[config.mk]
export PLATFORM = sky130hd
export DESIGN_NAME = obcl_loader
export DESIGN_NICKNAME = d
export VERILOG_FILES = /design/src/logic/obcl_pkg.sv /design/src/logic/obcl_store_if.sv /design/src/logic/obcl_byte_store.sv /design/src/logic/obcl_loader.sv /design/src/logic/obcl_fetch.sv
export SDC_FILE = /design/constraint.sdc
export NUM_CORES = 1
export LEC_CHECK = 0
export BUFFER_PORTS_ARGS = -buffer_cell sky130_fd_sc_hd__buf_2
export CAP_MARGIN = 20
export CORE_MARGIN = 1
export CORE_UTILIZATION = 35
export DETAILED_ROUTE_END_ITERATION = 10
export PLACE_DENSITY = 0.63
export SYNTH_ARGS = -nofsm -noshare
export SYNTH_HDL_FRONTEND = slang
export SYNTH_SLANG_ARGS = --single-unit
[constraint.sdc]
create_clock -name clk -period 5 [get_ports clk]
set_clock_uncertainty 0.15 [all_clocks]
set_input_delay 0.75 -clock clk [delete_from_list [all_inputs] [get_ports clk]]
set_output_delay 0.75 -clock clk [all_outputs]
set_load 0.02 [all_outputs]
[src/logic/obcl_pkg.sv]
// Shared constants and types of the option byte configuration loader.
package obcl_pkg;
    // ------------------------------------------------------------
    // Flash area and register map
    // ------------------------------------------------------------
    localparam int unsigned OB_COUNT        = 4;
    localparam logic [16:0] OB_PRIMARY_BASE = 17'h000c0;
    localparam logic [16:0] OB_SWAP_BASE    = 17'h010c0;
    localparam logic [7:0]  IDX_WD          = 8'hc0;
    localparam logic [7:0]  IDX_VDET        = 8'hc1;
    localparam logic [7:0]  IDX_CLK         = 8'hc2;
    localparam logic [7:0]  IDX_DBG         = 8'hc3;
    localparam logic [7:0]  IDX_STAT        = 8'hc4;
    // ------------------------------------------------------------
    // Field positions and codes
    // ------------------------------------------------------------
    localparam int unsigned WD_IRQ_BIT   = 7;
    localparam int unsigned WD_WIN_HI    = 6;
    localparam int unsigned WD_WIN_LO    = 5;
    localparam int unsigned WD_RUN_BIT   = 4;
    localparam int unsigned WD_TO_HI     = 3;
    localparam int unsigned WD_TO_LO     = 1;
    localparam int unsigned WD_STBY_BIT  = 0;
    localparam int unsigned VD_LVL_HI    = 7;
    localparam int unsigned VD_LVL_LO    = 5;
    localparam int unsigned VD_STEP_HI   = 3;
    localparam int unsigned VD_STEP_LO   = 2;
    localparam int unsigned VD_MODE_HI   = 1;
    localparam int unsigned VD_MODE_LO   = 0;
    localparam int unsigned FL_HI        = 7;
    localparam int unsigned FL_LO        = 6;
    localparam int unsigned OSC_HI       = 3;
    localparam int unsigned OSC_LO       = 0;
    localparam int unsigned DBG_EN_BIT   = 7;
    localparam int unsigned DBG_KEEP_BIT = 0;
    localparam logic [1:0]  WIN_HALF     = 2'h1;
    localparam logic [1:0]  WIN_FULL     = 2'h3;
    localparam logic [1:0]  FL_LOW       = 2'h2;
    localparam logic [1:0]  FL_HIGH      = 2'h3;
    localparam logic [1:0]  DBG_BAD      = 2'h1;
    // ------------------------------------------------------------
    // Status register layout and reset values
    // ------------------------------------------------------------
    localparam int unsigned ST_DONE_BIT  = 0;
    localparam int unsigned ST_SWAP_BIT  = 1;
    localparam int unsigned ST_ERR_LO    = 8;
    localparam int unsigned ERR_N        = 5;
    localparam logic [4:0]  RST_TO_LOG2  = 5'h00;
    localparam logic [4:0]  RST_OSC_MHZ  = 5'h00;
    localparam logic [3:0]  RST_LVL_IDX  = 4'h0;

    typedef enum logic [1:0] {
        VD_INT_RST = 2'b00,
        VD_RST     = 2'b01,
        VD_INT     = 2'b10,
        VD_OFF     = 2'b11
    } obcl_vdet_e;

    typedef enum logic [1:0] {
        FS_START = 2'b00,
        FS_REQ   = 2'b01,
        FS_DONE  = 2'b10
    } obcl_fetch_e;
endpackage

[src/logic/obcl_store_if.sv]
// Byte stream from the flash fetcher to the store and the decoder.
interface obcl_store_if;
    logic       wrEn;
    logic [1:0] wrIdx;
    logic [7:0] wrData;
    logic       loadDone;

    modport fetch (output wrEn, output wrIdx, output wrData,
                   output loadDone);
    modport store (input wrEn, input wrIdx, input wrData);
    modport cons  (input wrEn, input wrIdx, input wrData,
                   input loadDone);
endinterface

[src/logic/obcl_byte_store.sv]
// Small memory holding the fetched option bytes for bus readback.
module obcl_byte_store #(
    parameter int unsigned DEPTH = 4
) (
    input  wire logic       clk,
    input  wire logic       sys_rst,
    obcl_store_if.store     st,
    input  wire logic [1:0] rdIdx,
    output logic      [7:0] rdData
);
    logic [7:0] mem_q [DEPTH];

    if (DEPTH != 4) begin : g_chk
        $error("obcl_byte_store: DEPTH must be 4");
    end

    for (genvar i = 0; i < DEPTH; i++) begin : g_ent
        always_ff @(posedge clk or posedge sys_rst) begin
            if (sys_rst) begin
                mem_q[i] <= 8'h00;
            end else if (st.wrEn && st.wrIdx == 2'(i)) begin
                mem_q[i] <= st.wrData;
            end
        end
    end

    always_ff @(posedge clk or posedge sys_rst) begin
        if (sys_rst) begin
            rdData <= 8'h00;
        end else begin
            rdData <= mem_q[rdIdx];
        end
    end
endmodule

[src/logic/obcl_loader.sv]
// Option byte loader: flash fetch, decode and Wishbone readback.
// Rules of the document
// Option area is four bytes at c0-c3.
// Bytes 0-2 user settings, byte 3 debug.
// Every reset fetches and applies the bytes.
// Boot swap fetches from 10c0-10c3 instead.
// Programmer keeps both areas identical.
// Programmer keeps unused bits, always programs bytes.
// Byte0 bit7 enables watchdog interval interrupt.
// Byte0 bits6:5 window 01=50%, 11=100%.
// Byte0 bit4 starts watchdog after reset.
// Byte0 bits3:1 pick watchdog overflow exponent.
// Byte0 bit0 keeps watchdog running in standby.
// Standby-run clear forces window to 100%.
// Byte1 mode bits; bit7 and bit0 mean off.
// Interrupt-reset mode uses low and high selects.
// Reset mode picks one of twelve levels.
// Interrupt mode uses reset-mode level encoding.
// Programmer sets byte1 bit4 to one.
// Byte2 bits7:6 pick low or high speed.
// Programmer writes byte2 bits5:4 as 10.
// Byte2 bits3:0 pick oscillator frequency.
// Debug bits 7,0 pick enable and erase policy.
// Programmer writes debug bits6:1 as 000010.
// Outputs latch once per reset, then hold.
module obcl_loader #(
    parameter int unsigned ADR_W = 12
) (
    input  wire logic         clk,
    input  wire logic         sys_rst,
    input  wire logic         bootSwap,
    output logic              flashReq,
    output logic       [16:0] flashAddr,
    input  wire logic         flashAck,
    input  wire logic  [7:0]  flashData,
    input  wire logic         wb_cyc_i,
    input  wire logic         wb_stb_i,
    input  wire logic         wb_we_i,
    input  wire logic [ADR_W-1:0] wb_adr_i,
    input  wire logic  [3:0]  wb_sel_i,
    input  wire logic [31:0]  wb_dat_i,
    output logic      [31:0]  wb_dat_o,
    output logic              wb_ack_o,
    output logic              cfgValid,
    output logic              wdIntervalIrqEn,
    output logic              wdOpenPeriodFull,
    output logic              wdCounterRun,
    output logic       [2:0]  wdTimeoutSel,
    output logic       [4:0]  wdTimeoutLog2,
    output logic              wdStandbyRun,
    output obcl_pkg::obcl_vdet_e vdetMode,
    output logic       [2:0]  vdetLowSel,
    output logic       [1:0]  vdetHighSel,
    output logic       [3:0]  vdetLevelIdx,
    output logic              flashHighSpeed,
    output logic       [4:0]  oscFreqMhz,
    output logic              debugEnable,
    output logic              debugKeepFlashOnFail
);
    // ------------------------------------------------------------
    // Parameter check and sub-blocks
    // ------------------------------------------------------------
    if (ADR_W < 11) begin : g_chk
        $error("obcl_loader: ADR_W must be at least 11");
    end

    obcl_store_if sif ();
    logic       swapUsed;
    logic [7:0] storeData;
    logic       loaded_q;

    obcl_fetch u_fetch (
        .clk       (clk),
        .sys_rst   (sys_rst),
        .bootSwap  (bootSwap),
        .flashAck  (flashAck),
        .flashData (flashData),
        .flashReq  (flashReq),
        .flashAddr (flashAddr),
        .swapUsed  (swapUsed),
        .st        (sif.fetch)
    );

    obcl_byte_store #(.DEPTH(obcl_pkg::OB_COUNT)) u_store (
        .clk     (clk),
        .sys_rst (sys_rst),
        .st      (sif.store),
        .rdIdx   (wb_adr_i[3:2]),
        .rdData  (storeData)
    );

    // ------------------------------------------------------------
    // Lookup helpers
    // ------------------------------------------------------------
    function automatic logic [4:0] toLog2(input logic [2:0] s);
        logic [4:0] r;
        r = 5'h06;
        case (s)
            3'h0: r = 5'h06;
            3'h1: r = 5'h07;
            3'h2: r = 5'h08;
            3'h3: r = 5'h09;
            3'h4: r = 5'h0b;
            3'h5: r = 5'h0d;
            3'h6: r = 5'h0e;
            default: r = 5'h10;
        endcase
        return r;
    endfunction

    // Returns the MHz value; zero MHz marks a prohibited code.
    function automatic logic [4:0] toMhz(input logic [3:0] s);
        logic [4:0] r;
        r = 5'h00;
        case (s)
            4'h0: r = 5'h18;
            4'h9: r = 5'h10;
            4'h1: r = 5'h0c;
            4'ha: r = 5'h08;
            4'h2: r = 5'h06;
            4'hb: r = 5'h04;
            4'h3: r = 5'h03;
            4'hc: r = 5'h02;
            4'hd: r = 5'h01;
            default: r = 5'h00;
        endcase
        return r;
    endfunction

    // Single-level index 0..11 in rising voltage order; bit 4 = valid.
    function automatic logic [4:0] toLevel(input logic [2:0] v,
                                           input logic [1:0] s);
        logic [3:0] base;
        logic [1:0] off;
        logic       ok;
        base = 4'h0;
        off  = 2'h0;
        ok   = 1'b1;
        case (v)
            3'h1: base = 4'h0;
            3'h2: base = 4'h3;
            3'h3: base = 4'h6;
            3'h0: base = 4'h9;
            default: ok = 1'b0;
        endcase
        if (v == 3'h0) begin
            if (s == 2'h1) begin
                ok = 1'b0;
            end else begin
                off = (s == 2'h0) ? 2'h0 : ((s == 2'h2) ? 2'h1 : 2'h2);
            end
        end else begin
            if (s == 2'h0) begin
                ok = 1'b0;
            end else begin
                off = 2'h3 - s;
            end
        end
        return {ok, 4'(base + {2'h0, off})};
    endfunction

    // ------------------------------------------------------------
    // Load tracking
    // ------------------------------------------------------------
    logic wr0;
    logic wr1;
    logic wr2;
    logic wr3;
    assign wr0 = sif.wrEn && !loaded_q && sif.wrIdx == 2'h0;
    assign wr1 = sif.wrEn && !loaded_q && sif.wrIdx == 2'h1;
    assign wr2 = sif.wrEn && !loaded_q && sif.wrIdx == 2'h2;
    assign wr3 = sif.wrEn && !loaded_q && sif.wrIdx == 2'h3;

    always_ff @(posedge clk or posedge sys_rst) begin
        if (sys_rst) begin
            loaded_q <= 1'b0;
            cfgValid <= 1'b0;
        end else if (sif.loadDone && !loaded_q) begin
            loaded_q <= 1'b1;
            cfgValid <= 1'b1;
        end
    end

    // ------------------------------------------------------------
    // Watchdog byte
    // ------------------------------------------------------------
    logic [7:0] b0;
    assign b0 = sif.wrData;

    always_ff @(posedge clk or posedge sys_rst) begin
        if (sys_rst) begin
            wdIntervalIrqEn  <= 1'b0;
            wdOpenPeriodFull <= 1'b1;
            wdCounterRun     <= 1'b0;
            wdTimeoutSel     <= 3'h0;
            wdTimeoutLog2    <= obcl_pkg::RST_TO_LOG2;
            wdStandbyRun     <= 1'b0;
        end else if (wr0) begin
            wdIntervalIrqEn <= b0[obcl_pkg::WD_IRQ_BIT];
            wdCounterRun    <= b0[obcl_pkg::WD_RUN_BIT];
            wdTimeoutSel    <=
                b0[obcl_pkg::WD_TO_HI:obcl_pkg::WD_TO_LO];
            wdTimeoutLog2   <=
                toLog2(b0[obcl_pkg::WD_TO_HI:obcl_pkg::WD_TO_LO]);
            wdStandbyRun    <= b0[obcl_pkg::WD_STBY_BIT];
            wdOpenPeriodFull <= !b0[obcl_pkg::WD_STBY_BIT]
                || b0[obcl_pkg::WD_WIN_HI:obcl_pkg::WD_WIN_LO]
                   != obcl_pkg::WIN_HALF;
        end
    end

    // ------------------------------------------------------------
    // Voltage detector byte
    // ------------------------------------------------------------
    logic [2:0] vLvl;
    logic [1:0] vStep;
    logic [1:0] vMode;
    logic [4:0] vSingle;
    logic       vOff;
    assign vLvl    = sif.wrData[obcl_pkg::VD_LVL_HI:obcl_pkg::VD_LVL_LO];
    assign vStep   = sif.wrData[obcl_pkg::VD_STEP_HI:obcl_pkg::VD_STEP_LO];
    assign vMode   = sif.wrData[obcl_pkg::VD_MODE_HI:obcl_pkg::VD_MODE_LO];
    assign vSingle = toLevel(vLvl, vStep);
    assign vOff    = vLvl[2] && vMode[0];

    always_ff @(posedge clk or posedge sys_rst) begin
        if (sys_rst) begin
            vdetMode     <= obcl_pkg::VD_RST;
            vdetLowSel   <= 3'h0;
            vdetHighSel  <= 2'h0;
            vdetLevelIdx <= obcl_pkg::RST_LVL_IDX;
        end else if (wr1) begin
            vdetLowSel   <= vLvl;
            vdetHighSel  <= vStep;
            vdetLevelIdx <= vSingle[3:0];
            if (vOff) begin
                vdetMode <= obcl_pkg::VD_OFF;
            end else if (vMode == 2'h2) begin
                vdetMode <= obcl_pkg::VD_INT_RST;
            end else if (vMode == 2'h1) begin
                vdetMode <= obcl_pkg::VD_INT;
            end else begin
                vdetMode <= obcl_pkg::VD_RST;
            end
        end
    end

    // ------------------------------------------------------------
    // Clock, flash mode and debug bytes
    // ------------------------------------------------------------
    logic [1:0] flSel;
    logic [4:0] mhz;
    logic [1:0] dbgSel;
    assign flSel  = sif.wrData[obcl_pkg::FL_HI:obcl_pkg::FL_LO];
    assign mhz    = toMhz(sif.wrData[obcl_pkg::OSC_HI:obcl_pkg::OSC_LO]);
    assign dbgSel = {sif.wrData[obcl_pkg::DBG_EN_BIT],
                     sif.wrData[obcl_pkg::DBG_KEEP_BIT]};

    always_ff @(posedge clk or posedge sys_rst) begin
        if (sys_rst) begin
            flashHighSpeed <= 1'b0;
            oscFreqMhz     <= obcl_pkg::RST_OSC_MHZ;
        end else if (wr2) begin
            flashHighSpeed <= flSel == obcl_pkg::FL_HIGH;
            oscFreqMhz     <= mhz;
        end
    end

    always_ff @(posedge clk or posedge sys_rst) begin
        if (sys_rst) begin
            debugEnable          <= 1'b0;
            debugKeepFlashOnFail <= 1'b0;
        end else if (wr3) begin
            // A prohibited code leaves debug disabled.
            debugEnable          <= dbgSel[1];
            debugKeepFlashOnFail <= dbgSel == 2'h3;
        end
    end

    // ------------------------------------------------------------
    // Sticky error flags for prohibited codes
    // ------------------------------------------------------------
    logic [obcl_pkg::ERR_N-1:0] err_q;
    logic [obcl_pkg::ERR_N-1:0] errSet;
    logic [obcl_pkg::ERR_N-1:0] errClr;
    logic                       vBad;
    logic                       wbWrite;
    logic                       hitStat;

    always_comb begin
        vBad = 1'b0;
        if (!vOff) begin
            if (vMode == 2'h2) begin
                vBad = vLvl == 3'h0 || vLvl[2] || vStep == 2'h3;
            end else if (vMode == 2'h0) begin
                vBad = 1'b1;
            end else begin
                vBad = !vSingle[4];
            end
        end
    end

    assign errSet[0] = wr0 &&
        b0[obcl_pkg::WD_WIN_HI:obcl_pkg::WD_WIN_LO] != obcl_pkg::WIN_HALF &&
        b0[obcl_pkg::WD_WIN_HI:obcl_pkg::WD_WIN_LO] != obcl_pkg::WIN_FULL;
    assign errSet[1] = wr1 && vBad;
    assign errSet[2] = wr2 && flSel != obcl_pkg::FL_LOW
                           && flSel != obcl_pkg::FL_HIGH;
    assign errSet[3] = wr2 && mhz == 5'h00;
    assign errSet[4] = wr3 && dbgSel == obcl_pkg::DBG_BAD;
    assign errClr = (wbWrite && hitStat && wb_sel_i[1])
        ? wb_dat_i[obcl_pkg::ST_ERR_LO +: obcl_pkg::ERR_N]
        : '0;

    // Set wins over a simultaneous write-one-to-clear.
    always_ff @(posedge clk or posedge sys_rst) begin
        if (sys_rst) begin
            err_q <= '0;
        end else begin
            err_q <= (err_q & ~errClr) | errSet;
        end
    end

    // ------------------------------------------------------------
    // Wishbone slave: answers in the third cycle of a request
    // ------------------------------------------------------------
    logic       pend_q;
    logic [7:0] word;
    logic       hiZero;
    logic       hitByte;
    assign word    = wb_adr_i[9:2];
    assign hiZero  = wb_adr_i[ADR_W-1:10] == '0;
    assign hitByte = hiZero && word >= obcl_pkg::IDX_WD
                            && word <= obcl_pkg::IDX_DBG;
    assign hitStat = hiZero && word == obcl_pkg::IDX_STAT;
    assign wbWrite = wb_ack_o && wb_cyc_i && wb_stb_i && wb_we_i;

    always_ff @(posedge clk or posedge sys_rst) begin
        if (sys_rst) begin
            pend_q   <= 1'b0;
            wb_ack_o <= 1'b0;
        end else begin
            wb_ack_o <= 1'b0;
            if (wb_ack_o) begin
                pend_q <= 1'b0;
            end else if (pend_q) begin
                wb_ack_o <= 1'b1;
            end else if (wb_cyc_i && wb_stb_i) begin
                pend_q <= 1'b1;
            end
        end
    end

    always_ff @(posedge clk or posedge sys_rst) begin
        if (sys_rst) begin
            wb_dat_o <= 32'h0000_0000;
        end else if (pend_q && !wb_ack_o && !wb_we_i) begin
            if (hitByte) begin
                wb_dat_o <= {24'h00_0000, storeData};
            end else if (hitStat) begin
                wb_dat_o <= '0;
                wb_dat_o[obcl_pkg::ST_DONE_BIT] <= loaded_q;
                wb_dat_o[obcl_pkg::ST_SWAP_BIT] <= swapUsed;
                wb_dat_o[obcl_pkg::ST_ERR_LO +: obcl_pkg::ERR_N] <= err_q;
            end else begin
                wb_dat_o <= 32'h0000_0000;
            end
        end
    end
endmodule

[src/logic/obcl_fetch.sv]
// Reset-time sequencer that reads the four option bytes from flash.
module obcl_fetch (
    input  wire logic        clk,
    input  wire logic        sys_rst,
    input  wire logic        bootSwap,
    input  wire logic        flashAck,
    input  wire logic [7:0]  flashData,
    output logic             flashReq,
    output logic      [16:0] flashAddr,
    output logic             swapUsed,
    obcl_store_if.fetch      st
);
    obcl_pkg::obcl_fetch_e state_q;
    logic [1:0] idx_q;
    logic       wrEn_q;
    logic [1:0] wrIdx_q;
    logic [7:0] wrData_q;
    logic       done_q;

    assign st.wrEn     = wrEn_q;
    assign st.wrIdx    = wrIdx_q;
    assign st.wrData   = wrData_q;
    assign st.loadDone = done_q;

    // Request drops for one cycle after each accepted byte but the last.
    always_ff @(posedge clk or posedge sys_rst) begin
        if (sys_rst) begin
            state_q   <= obcl_pkg::FS_START;
            idx_q     <= 2'h0;
            flashReq  <= 1'b0;
            flashAddr <= 17'h00000;
            swapUsed  <= 1'b0;
        end else begin
            case (state_q)
                obcl_pkg::FS_START: begin
                    swapUsed  <= bootSwap;
                    flashAddr <= bootSwap ? obcl_pkg::OB_SWAP_BASE
                                          : obcl_pkg::OB_PRIMARY_BASE;
                    state_q   <= obcl_pkg::FS_REQ;
                end
                obcl_pkg::FS_REQ: begin
                    if (flashReq && flashAck) begin
                        flashReq  <= 1'b0;
                        idx_q     <= idx_q + 2'h1;
                        flashAddr <= flashAddr + 17'h00001;
                        if (idx_q == 2'h3) begin
                            state_q <= obcl_pkg::FS_DONE;
                        end
                    end else begin
                        flashReq <= 1'b1;
                    end
                end
                default: begin
                    flashReq <= 1'b0;
                end
            endcase
        end
    end

    always_ff @(posedge clk or posedge sys_rst) begin
        if (sys_rst) begin
            wrEn_q   <= 1'b0;
            wrIdx_q  <= 2'h0;
            wrData_q <= 8'h00;
            done_q   <= 1'b0;
        end else begin
            wrEn_q   <= state_q == obcl_pkg::FS_REQ && flashReq && flashAck;
            wrIdx_q  <= idx_q;
            wrData_q <= flashData;
            if (state_q == obcl_pkg::FS_REQ && flashReq && flashAck
                && idx_q == 2'h3) begin
                done_q <= 1'b1;
            end
        end
    end
endmodule

# Yosys cells after proc, flatten, opt, wreduce, memory -nomap -nowiden
# Memory sizes are Yosys's and may differ from the RTL's.
# Cells that the tools add are included.
# op_classes
add_sub_neg	4
n_lt_le_gt_ge	3
n_eq_ne	29
n_mux	36
bitwise_logic	4
reduce_logical	54
# ops
cell	n
$mux 13	3
$pmux 5 s7	1
$pmux 17 s2	1
$logic_and 1x1->1	33
$mux 2	10
$add 17x1->17 const B	1
$mux 17	1
$bmux 8 s2	1
$eq 2x2->1 const B	8
$mux 8	2
$mux 1	13
$eq 3x2->1 const B	4
$pmux 4 s3	1
$eq 2x1->1 const B	5
$logic_not 2->1	5
$eq 3x3->1 const B	3
$eq 8x8->1 const B	1
$ge 8x8->1 const B	1
$le 8x8->1 const B	1
$ne 2x2->1 const B	4
$eq 3x1->1 const B	2
$logic_not 3->1	2
$and 5x5->5	1
$logic_not 1->1	5
other kinds (17)	21
# word_totals
register_bits	146
mem_bits_ro	80
in_bits	63
output_inout_bits	83
elab_cells	164
n_memories	1
# memory_table
name	words	width	read_ports	rd_clocked_by_memory_dff	write_ports	line_no	source
(name not given)	16	5	1	0	0	obcl_loader.sv:115	case (s)

# Depth between registers and ports, before layout
# Gate-level depths: netlist (run 1).
# depth
depth_word	11
mapped_depth	9
ltp_nobuf	9

# Modules after synthesis
# From an unflattened synthesis (run 1), not the netlist that was laid out.
# unflattened
hier_cells	471
area_unflattened_um2	5655.4
# modules_own_cells
mod	instances	cells_per_inst	area_per_inst_um2	seq_area_each_um2
obcl_loader	1	249	2551.2	1303.8
obcl_byte_store	1	87	1605.3	1001.0
obcl_fetch	1	135	1498.9	875.8

# Worst setup path after synthesis (run 1)
# OpenSTA, ideal clock, no wires.
# synth_timing
path_kind	input-to-reg
startpoint	input port wb_adr_i[11]
endpoint	register err_q[4] in the netlist's numbering
setup_time_ns	0.122
arrival_ns	1.755
required_time_ns	4.728
setup_slack_ns	2.974
stages	4
path_buffers	0
path_cell_list	or3_4 > nor4_4 > nand2_1 > a32o_1
# synth_between
elab_chain_cells	8
# synth_rtl
element	line_no	source
start: declaration	obcl_loader.sv:39	input wire logic [ADR_W-1:0] wb_adr_i,
$logic_not 2->1	obcl_loader.sv:332	assign hiZero = wb_adr_i[ADR_W-1:10] == '0;
$logic_and 1x1->1	obcl_loader.sv:335	assign hitStat = hiZero && word == obcl_pkg::IDX_STAT;
$logic_and 1x1->1 (2 in series)	obcl_loader.sv:311	assign errClr = (wbWrite && hitStat && wb_sel_i[1])
$mux 5	obcl_loader.sv:312	? wb_dat_i[obcl_pkg::ST_ERR_LO +: obcl_pkg::ERR_N]
$not 5->5	obcl_loader.sv:320	err_q <= (err_q & ~errClr) | errSet;
$and 5x5->5	obcl_loader.sv:320	
$or 5x5->5	obcl_loader.sv:320	
end signal: assignment	obcl_loader.sv:320	
end: declaration	obcl_loader.sv:283	logic [obcl_pkg::ERR_N-1:0] err_q;
# No other way between the ends.
# A chain may end at the register's enable or synchronous reset.

# Worst setup path in the final report (run 1)
# layout_timing
startpoint	register u_fetch.wrData_q[3] (netlist: u_fetch.st.wrData[3])
endpoint	register vdetLevelIdx[2]
# layout_between
elab_chain_cells	6
elab_cells_between_ends	10
classes_between	add/sub: 2; eq/ne: 2; mux: 5; reduce/logical: 1
# layout_rtl
element	line_no	source
start: declaration	obcl_fetch.sv:17	logic [7:0] wrData_q;
start signal: assignment	obcl_fetch.sv:69	wrData_q <= flashData;
$eq 2x2->1	obcl_loader.sv:150	off = (s == 2'h0) ? 2'h0 : ((s == 2'h2) ? 2'h1 : 2'h2);
$mux 2 (2 in series)	obcl_loader.sv:150	
$mux 2	obcl_loader.sv:147	if (s == 2'h1) begin
$mux 2 *	obcl_loader.sv:146	if (v == 3'h0) begin
$add 4x2->4 *	obcl_loader.sv:159	return {ok, 4'(base + {2'h0, off})};
end signal: assignment	obcl_loader.sv:231	vdetLevelIdx <= obcl_pkg::RST_LVL_IDX;
end signal: assignment	obcl_loader.sv:235	vdetLevelIdx <= vSingle[3:0];
end: declaration	obcl_loader.sv:54	output logic [3:0] vdetLevelIdx,
# Every way passes the cells marked *; elsewhere a longest branch is shown, timed or not.

==> results of run 1 <==
==> worst max-delay path: cells and delay by family (launching register included) <==
| kind | cells | cell delay (ps) |
|---|---|---|
| buf+inv | 2 | 480 |
| compound gates | 1 | 90 |
| xor+xnor | 1 | 160 |
| flops | 1 | 620 |
| fa+ha+maj | 2 | 620 |
| simple gates | 1 | 380 |
==> cell usage after synthesis, drive strengths merged (6+ instances only) <==
cell	instances
clkbuf	13
mux2	21
nand4	6
xnor2	10
nor2	28
inv	12
dfrtp	125
mux2i	6
nor4	6
mux4	8
o21ai	34
ha	9
a21oi	9
nor3	6
buf	30
nand2	100
nand3	14
==> area by class of cell <==
type	count	area share [%]
Clock buffer	22	6.93
Clock inverter	9	1.59
Inverter	14	0.804
Multi-Input combinational cell	340	33.2
Sequential cell	127	46.5
Tap cell	216	3.95
Timing Repair Buffer	96	7.09
==> worst paths after layout <==
check	start	to	slack, ps	depth (start not counted)
max	u_fetch.st.wrData[3]	vdetLevelIdx[2]	2370	7
min	u_fetch.idx_q[1]	u_fetch.st.wrIdx[1]	270	0
max reg2reg	u_fetch.st.wrData[3]	vdetLevelIdx[2]	2370	7
min reg2reg	u_fetch.idx_q[1]	u_fetch.st.wrIdx[1]	270	0
max in group asynchronous	sys_rst	wdTimeoutLog2[2]	3420	3
min in group asynchronous	sys_rst	u_fetch.flashAddr[0]	290	2
==> state kept, by name, indices dropped and copies added, names as in the netlist, 4 cells and up <==
name / count
u_store.mem_q: 32
u_fetch.flashAddr: 17
wb_dat_o: 13
u_fetch.st.wrData: 8
u_store.rdData: 8
err_q: 5
oscFreqMhz: 5
wdTimeoutLog2: 5
vdetLevelIdx: 4
==> cells by family (layout without fill, tap and decap cells) <==
group                    count (synthesis)  after routing  share of synthesized area [%]
AND/OR/NAND/NOR                        186            186                           16.5
buffers and inverters                   57            141                           5.78
flip-flops                             127            127                           55.7
multiplexers                            35             35                           8.34
adder cells (fa/ha/maj)                 10             10                           2.32
other                                    1             19                         0.0656
AO/OA/AOI/OAI                           79             79                           9.59
XOR/XNOR                                11             11                           1.69
==> power breakdown <==
part | leakage (nW) | total, W | internal [W] | switching [W]
combinational | 1.45 | 0.000974 | 0.000416 | 0.000558
clock | 0.275 | 0.00121 | 0.000769 | 0.000436
sequential | 1.57 | 0.00167 | 0.00140 | 0.000280
==> layer usage <==
layer	GRT usage, %	vias up
met2	24.7	120
met4	5.81	0
met5	0	-
met1	20.6	1941
met3	5.62	13
li1	-	1899
==> per-stage QoR <==
step / instance area (µm²) / setup slack [ps] / cells / total power (W)
final: 6840 / 2370 / 824 / 0.00385
after global routing: 6840 / 2190 / 824 / 0.00409
after CTS: 6840 / 2370 / 824 / 0.00389
after detailed placement: 6260 / 2400 / 793 / 0.00268
after global placement: 6260 / 2460 / 793 / 0.00262
after floorplan: 5780 / 719 / 524 / 0.00235
==> reports/metrics.cfg, run 1 <==
[final_layout]
register_area_um2=3180
antenna_cells=0
syn_to_final_growth_pct=19.8
fin_util_pct=43.1
multi_input_area_um2=2270
fin_nets=669
final_common_cell=dfrtp_1
nFillCells=1495
final_cell_mix=dfrtp_1, nand2_1, buf_2
drive_gt1_share_pct=30.8

[sta]
clock.fmax_ghz=0.381
finalHoldViolations=0
worst_pin_slew_ps=730
rsz0062_at_grt=false
finalSetupViolCount=0
hold-worst-slack_ps=270
finalSetupTns_ps=0
period_share_pct=52.5
drv_slew=0
relSlewSlack_pct=51.1
finalCriticalPeriod_ps=2630

[synthesis]
synth-edff-count=0
syn_area_per_cell_um2=11.3
netlist.area_leader.share_pct=54.8
synth_area_um2=5710
ys_types=62
yosysSeqAreaShare_pct=55.7
synthArstFlopShare_pct=100
synth.area.top_cells=dfrtp_1, nand2_1, mux2_2
yosysTopAreaCell=dfrtp_1
ys_ff_latch=127
synth-main-ff-cell=dfrtp_1
syn_inst=506
synth_warnings=0

[setup_path]
crit_arrival_ps=2760
required_ps=5130
max_stage_delay_ps=620
path_cells=clkinv_1 -> nor2_1 -> ha_1 -> inv_1 -> fa_1 -> xnor2_1 -> o21ai_0
criticalPathCategory=reg -> reg
slowest_stage=dfrtp_1
worstSetupStartpointType=flip-flop
cp-end-kind=flip-flop
crit_path_max_fanout=15

[clocking]
clockBufferDepth=2
htree_levels=4
clk_pin_slew_ps=50
clkLatencyLatePin_ps=420
clock-root-buffer=clkbuf_16
cts_num_sinks=127
post-cts-setup-buffers=0
cts_resized=0
postCtsHoldBufs=0
cts_tree=yes
cts_inserted_buffers=17

[route]
wirelength_um=12500
wl_met1_um=5630
num_vias=3973
wl_met3_um=831
postRouteAntennaNets=0
routedWlPerCell_um=15.1
drc=0
top_layer=met4
via_per_inst=4.82
firstDrtPassIters=4
wl_met2_um=5840
drt_iter0_drc=140

[grt]
overflow=0
antenna_found_initial=0
grt_max_degree=55
grt_pass1_vias=3932
grt.total_usage_pct=15.9
grt_first_pass_wirelength_um=20200

[die]
start_util_pct=36.0
die_w_um=130
core_um2=15900
dieArea_um2=16800
rows=46
design.portCount=146
die_height_um=130

[place]
place_congestion=0.871
dp_hpwl_um=8900
port_buffers=94

[status]
status=finished, final reports clean

[worst_hold_path]
hp-class=reg -> reg

[pwr]
powerDensity_nw_per_um2=563
worst_ir_drop_vdd_uv=284
p_leak_nw=3.30

[run]
drv_cap=0

(Power assumes the default switching activity.)
==> run 2: changes to the inputs <==
clock period = 2.55 ns   (was 5 ns; I/O delays follow)
==> reports/metrics.cfg, run 2 (synthesis results as in run 1) <==
[clocking]
cts_tree=yes
clkLatencyLatePin_ps=410
clock-root-buffer=clkbuf_16
cts_inserted_buffers=17
cts_resized=0
clk_pin_slew_ps=60
post-cts-setup-buffers=0
clockBufferDepth=2
cts_num_sinks=127
htree_levels=4

[place]
post_dp_cell_area_um2=6370
place_congestion=0.849
port_buffers=94
place_inst=804
dp_hpwl_um=8950

[grt]
grt_pass1_vias=4114
overflow=0
grt.total_usage_pct=16.5
grt_max_degree=61
antenna_found_initial=0
grt_first_pass_wirelength_um=20900

[final_layout]
final_cell_mix=dfrtp_1, nand2_1, buf_2
largest_reg_flops=32
largest-register=u_store.mem_q
drive_gt1_share_pct=31.6
final_common_cell=dfrtp_1
reg_top3=u_store.mem_q: 32 flops, u_fetch.flashAddr: 17 flops, wb_dat_o: 13 flops
syn_to_final_growth_pct=23.6
fin_cells=845
fin_area_um2=7060
fin_nets=689
antenna_cells=0

[die]
die_w_um=130
dieArea_um2=16800
core_um2=15900
design.portCount=146
rows=46
die_height_um=130
start_util_pct=36.0

[sta]
relSlewSlack_pct=49.3
clock.fmax_ghz=0.490
worst_pin_slew_ps=758
drv_slew=0
finalSetupViolCount=0
finalHoldViolations=0
finalSetupTns_ps=0
rsz0062_at_grt=false
period_share_pct=80.0
finalCriticalPeriod_ps=2040
hold-worst-slack_ps=43.3

[setup_path]
cp-end-kind=flip-flop
r2r_setup_slack_ps=510
required_ps=2730
regToRegStartpoint=u_fetch.st.wrData[7]
reg2reg_to=vdetLevelIdx[2]
crit_path_max_fanout=2
worstSetupStartpointType=flip-flop
r2r_cells=6
crit_arrival_ps=2220
criticalPathCategory=reg -> reg

[run]
drv_cap=0

[route]
wirelength_um=12800
num_vias=4117
postRouteAntennaNets=0
routedWlPerCell_um=15.2
drt_iter0_drc=191
drc=0
via_per_inst=4.87
firstDrtPassIters=4

[status]
status=finished, final reports clean

[pwr]
powerDensity_nw_per_um2=1090
p_leak_nw=3.42
worst_ir_drop_vdd_uv=557

[worst_hold_path]
min_path_cells=3
hp-class=in -> reg
hp-start=bootSwap
whs_endpoint=u_fetch.swapUsed

run 2: how the worst max path moves through the flow:
| stage | cells after the start | slack [ps] | end | from |
|---|---|---|---|---|
| 2_1_floorplan | 1 | 450 | debugEnable | sys_rst |
| 3_3_place_gp | 6 | 530 | vdetLevelIdx[2] | u_fetch.st.wrData[7] |
| 3_5_place_dp | 6 | 510 | vdetLevelIdx[2] | u_fetch.st.wrData[7] |
| 4_1_cts | 6 | 500 | vdetLevelIdx[2] | u_fetch.st.wrData[7] |
| 5_1_grt | 6 | 330 | vdetLevelIdx[2] | u_fetch.st.wrData[7] |
| 6_report | 6 | 510 | vdetLevelIdx[2] | u_fetch.st.wrData[7] |
run 2: through the flow:
step,power [W],worst slack [ps],utilization [%]
2_1_floorplan,0.00460,452,-
3_5_place_dp,0.00526,514,40.1
3_3_place_gp,0.00517,529,40.1
5_1_grt,0.00814,334,44.4
4_1_cts,0.00776,504,44.4
6_report,0.00769,509,44.4
run 2: cell type report:
class                   instances  area [µm²]
clock buffers                  21         460
well taps                     216         270
fillers                      1524        8830
clock inverters                11         139
inverters                      14        56.3
flip-flops and latches        127        3180
multi-input cells             340        2270
repair buffers                116         683
run 2: critical path: stages, from the launching register on:
cell,delay [ps]
dfrtp_1,370
or3_1,420
xnor2_1,160
nand2_1,110
fa_1,450
xnor2_1,130
o21ai_0,170
run 2: where the power goes:
group / switching (W) / internal [W] / total (W) / leakage (nW)
clock: 0.000874 / 0.00158 / 0.00245 / 0.293
sequential: 0.000530 / 0.00274 / 0.00327 / 1.57
combinational: 0.00112 / 0.000845 / 0.00197 / 1.55
total: 0.00253 / 0.00516 / 0.00769 / 3.42
run 2: metal layers:
| metal | routed length (µm) | GRT usage (%) | vias to the layer above |
|---|---|---|---|
| li1 | - | - | 1931 |
| met1 | 5990 | 21.2 | 2031 |
| met2 | 5820 | 25.8 | 141 |
| met3 | 885 | 6.07 | 14 |
| met4 | 136 | 5.54 | 0 |
| met5 | 0 | 0 | - |
run 2: timing repair:
item                                    CTS  global route
endpoints found under the hold margin    18             0
endpoints found under the setup margin    0             0
hold buffers                              9             0
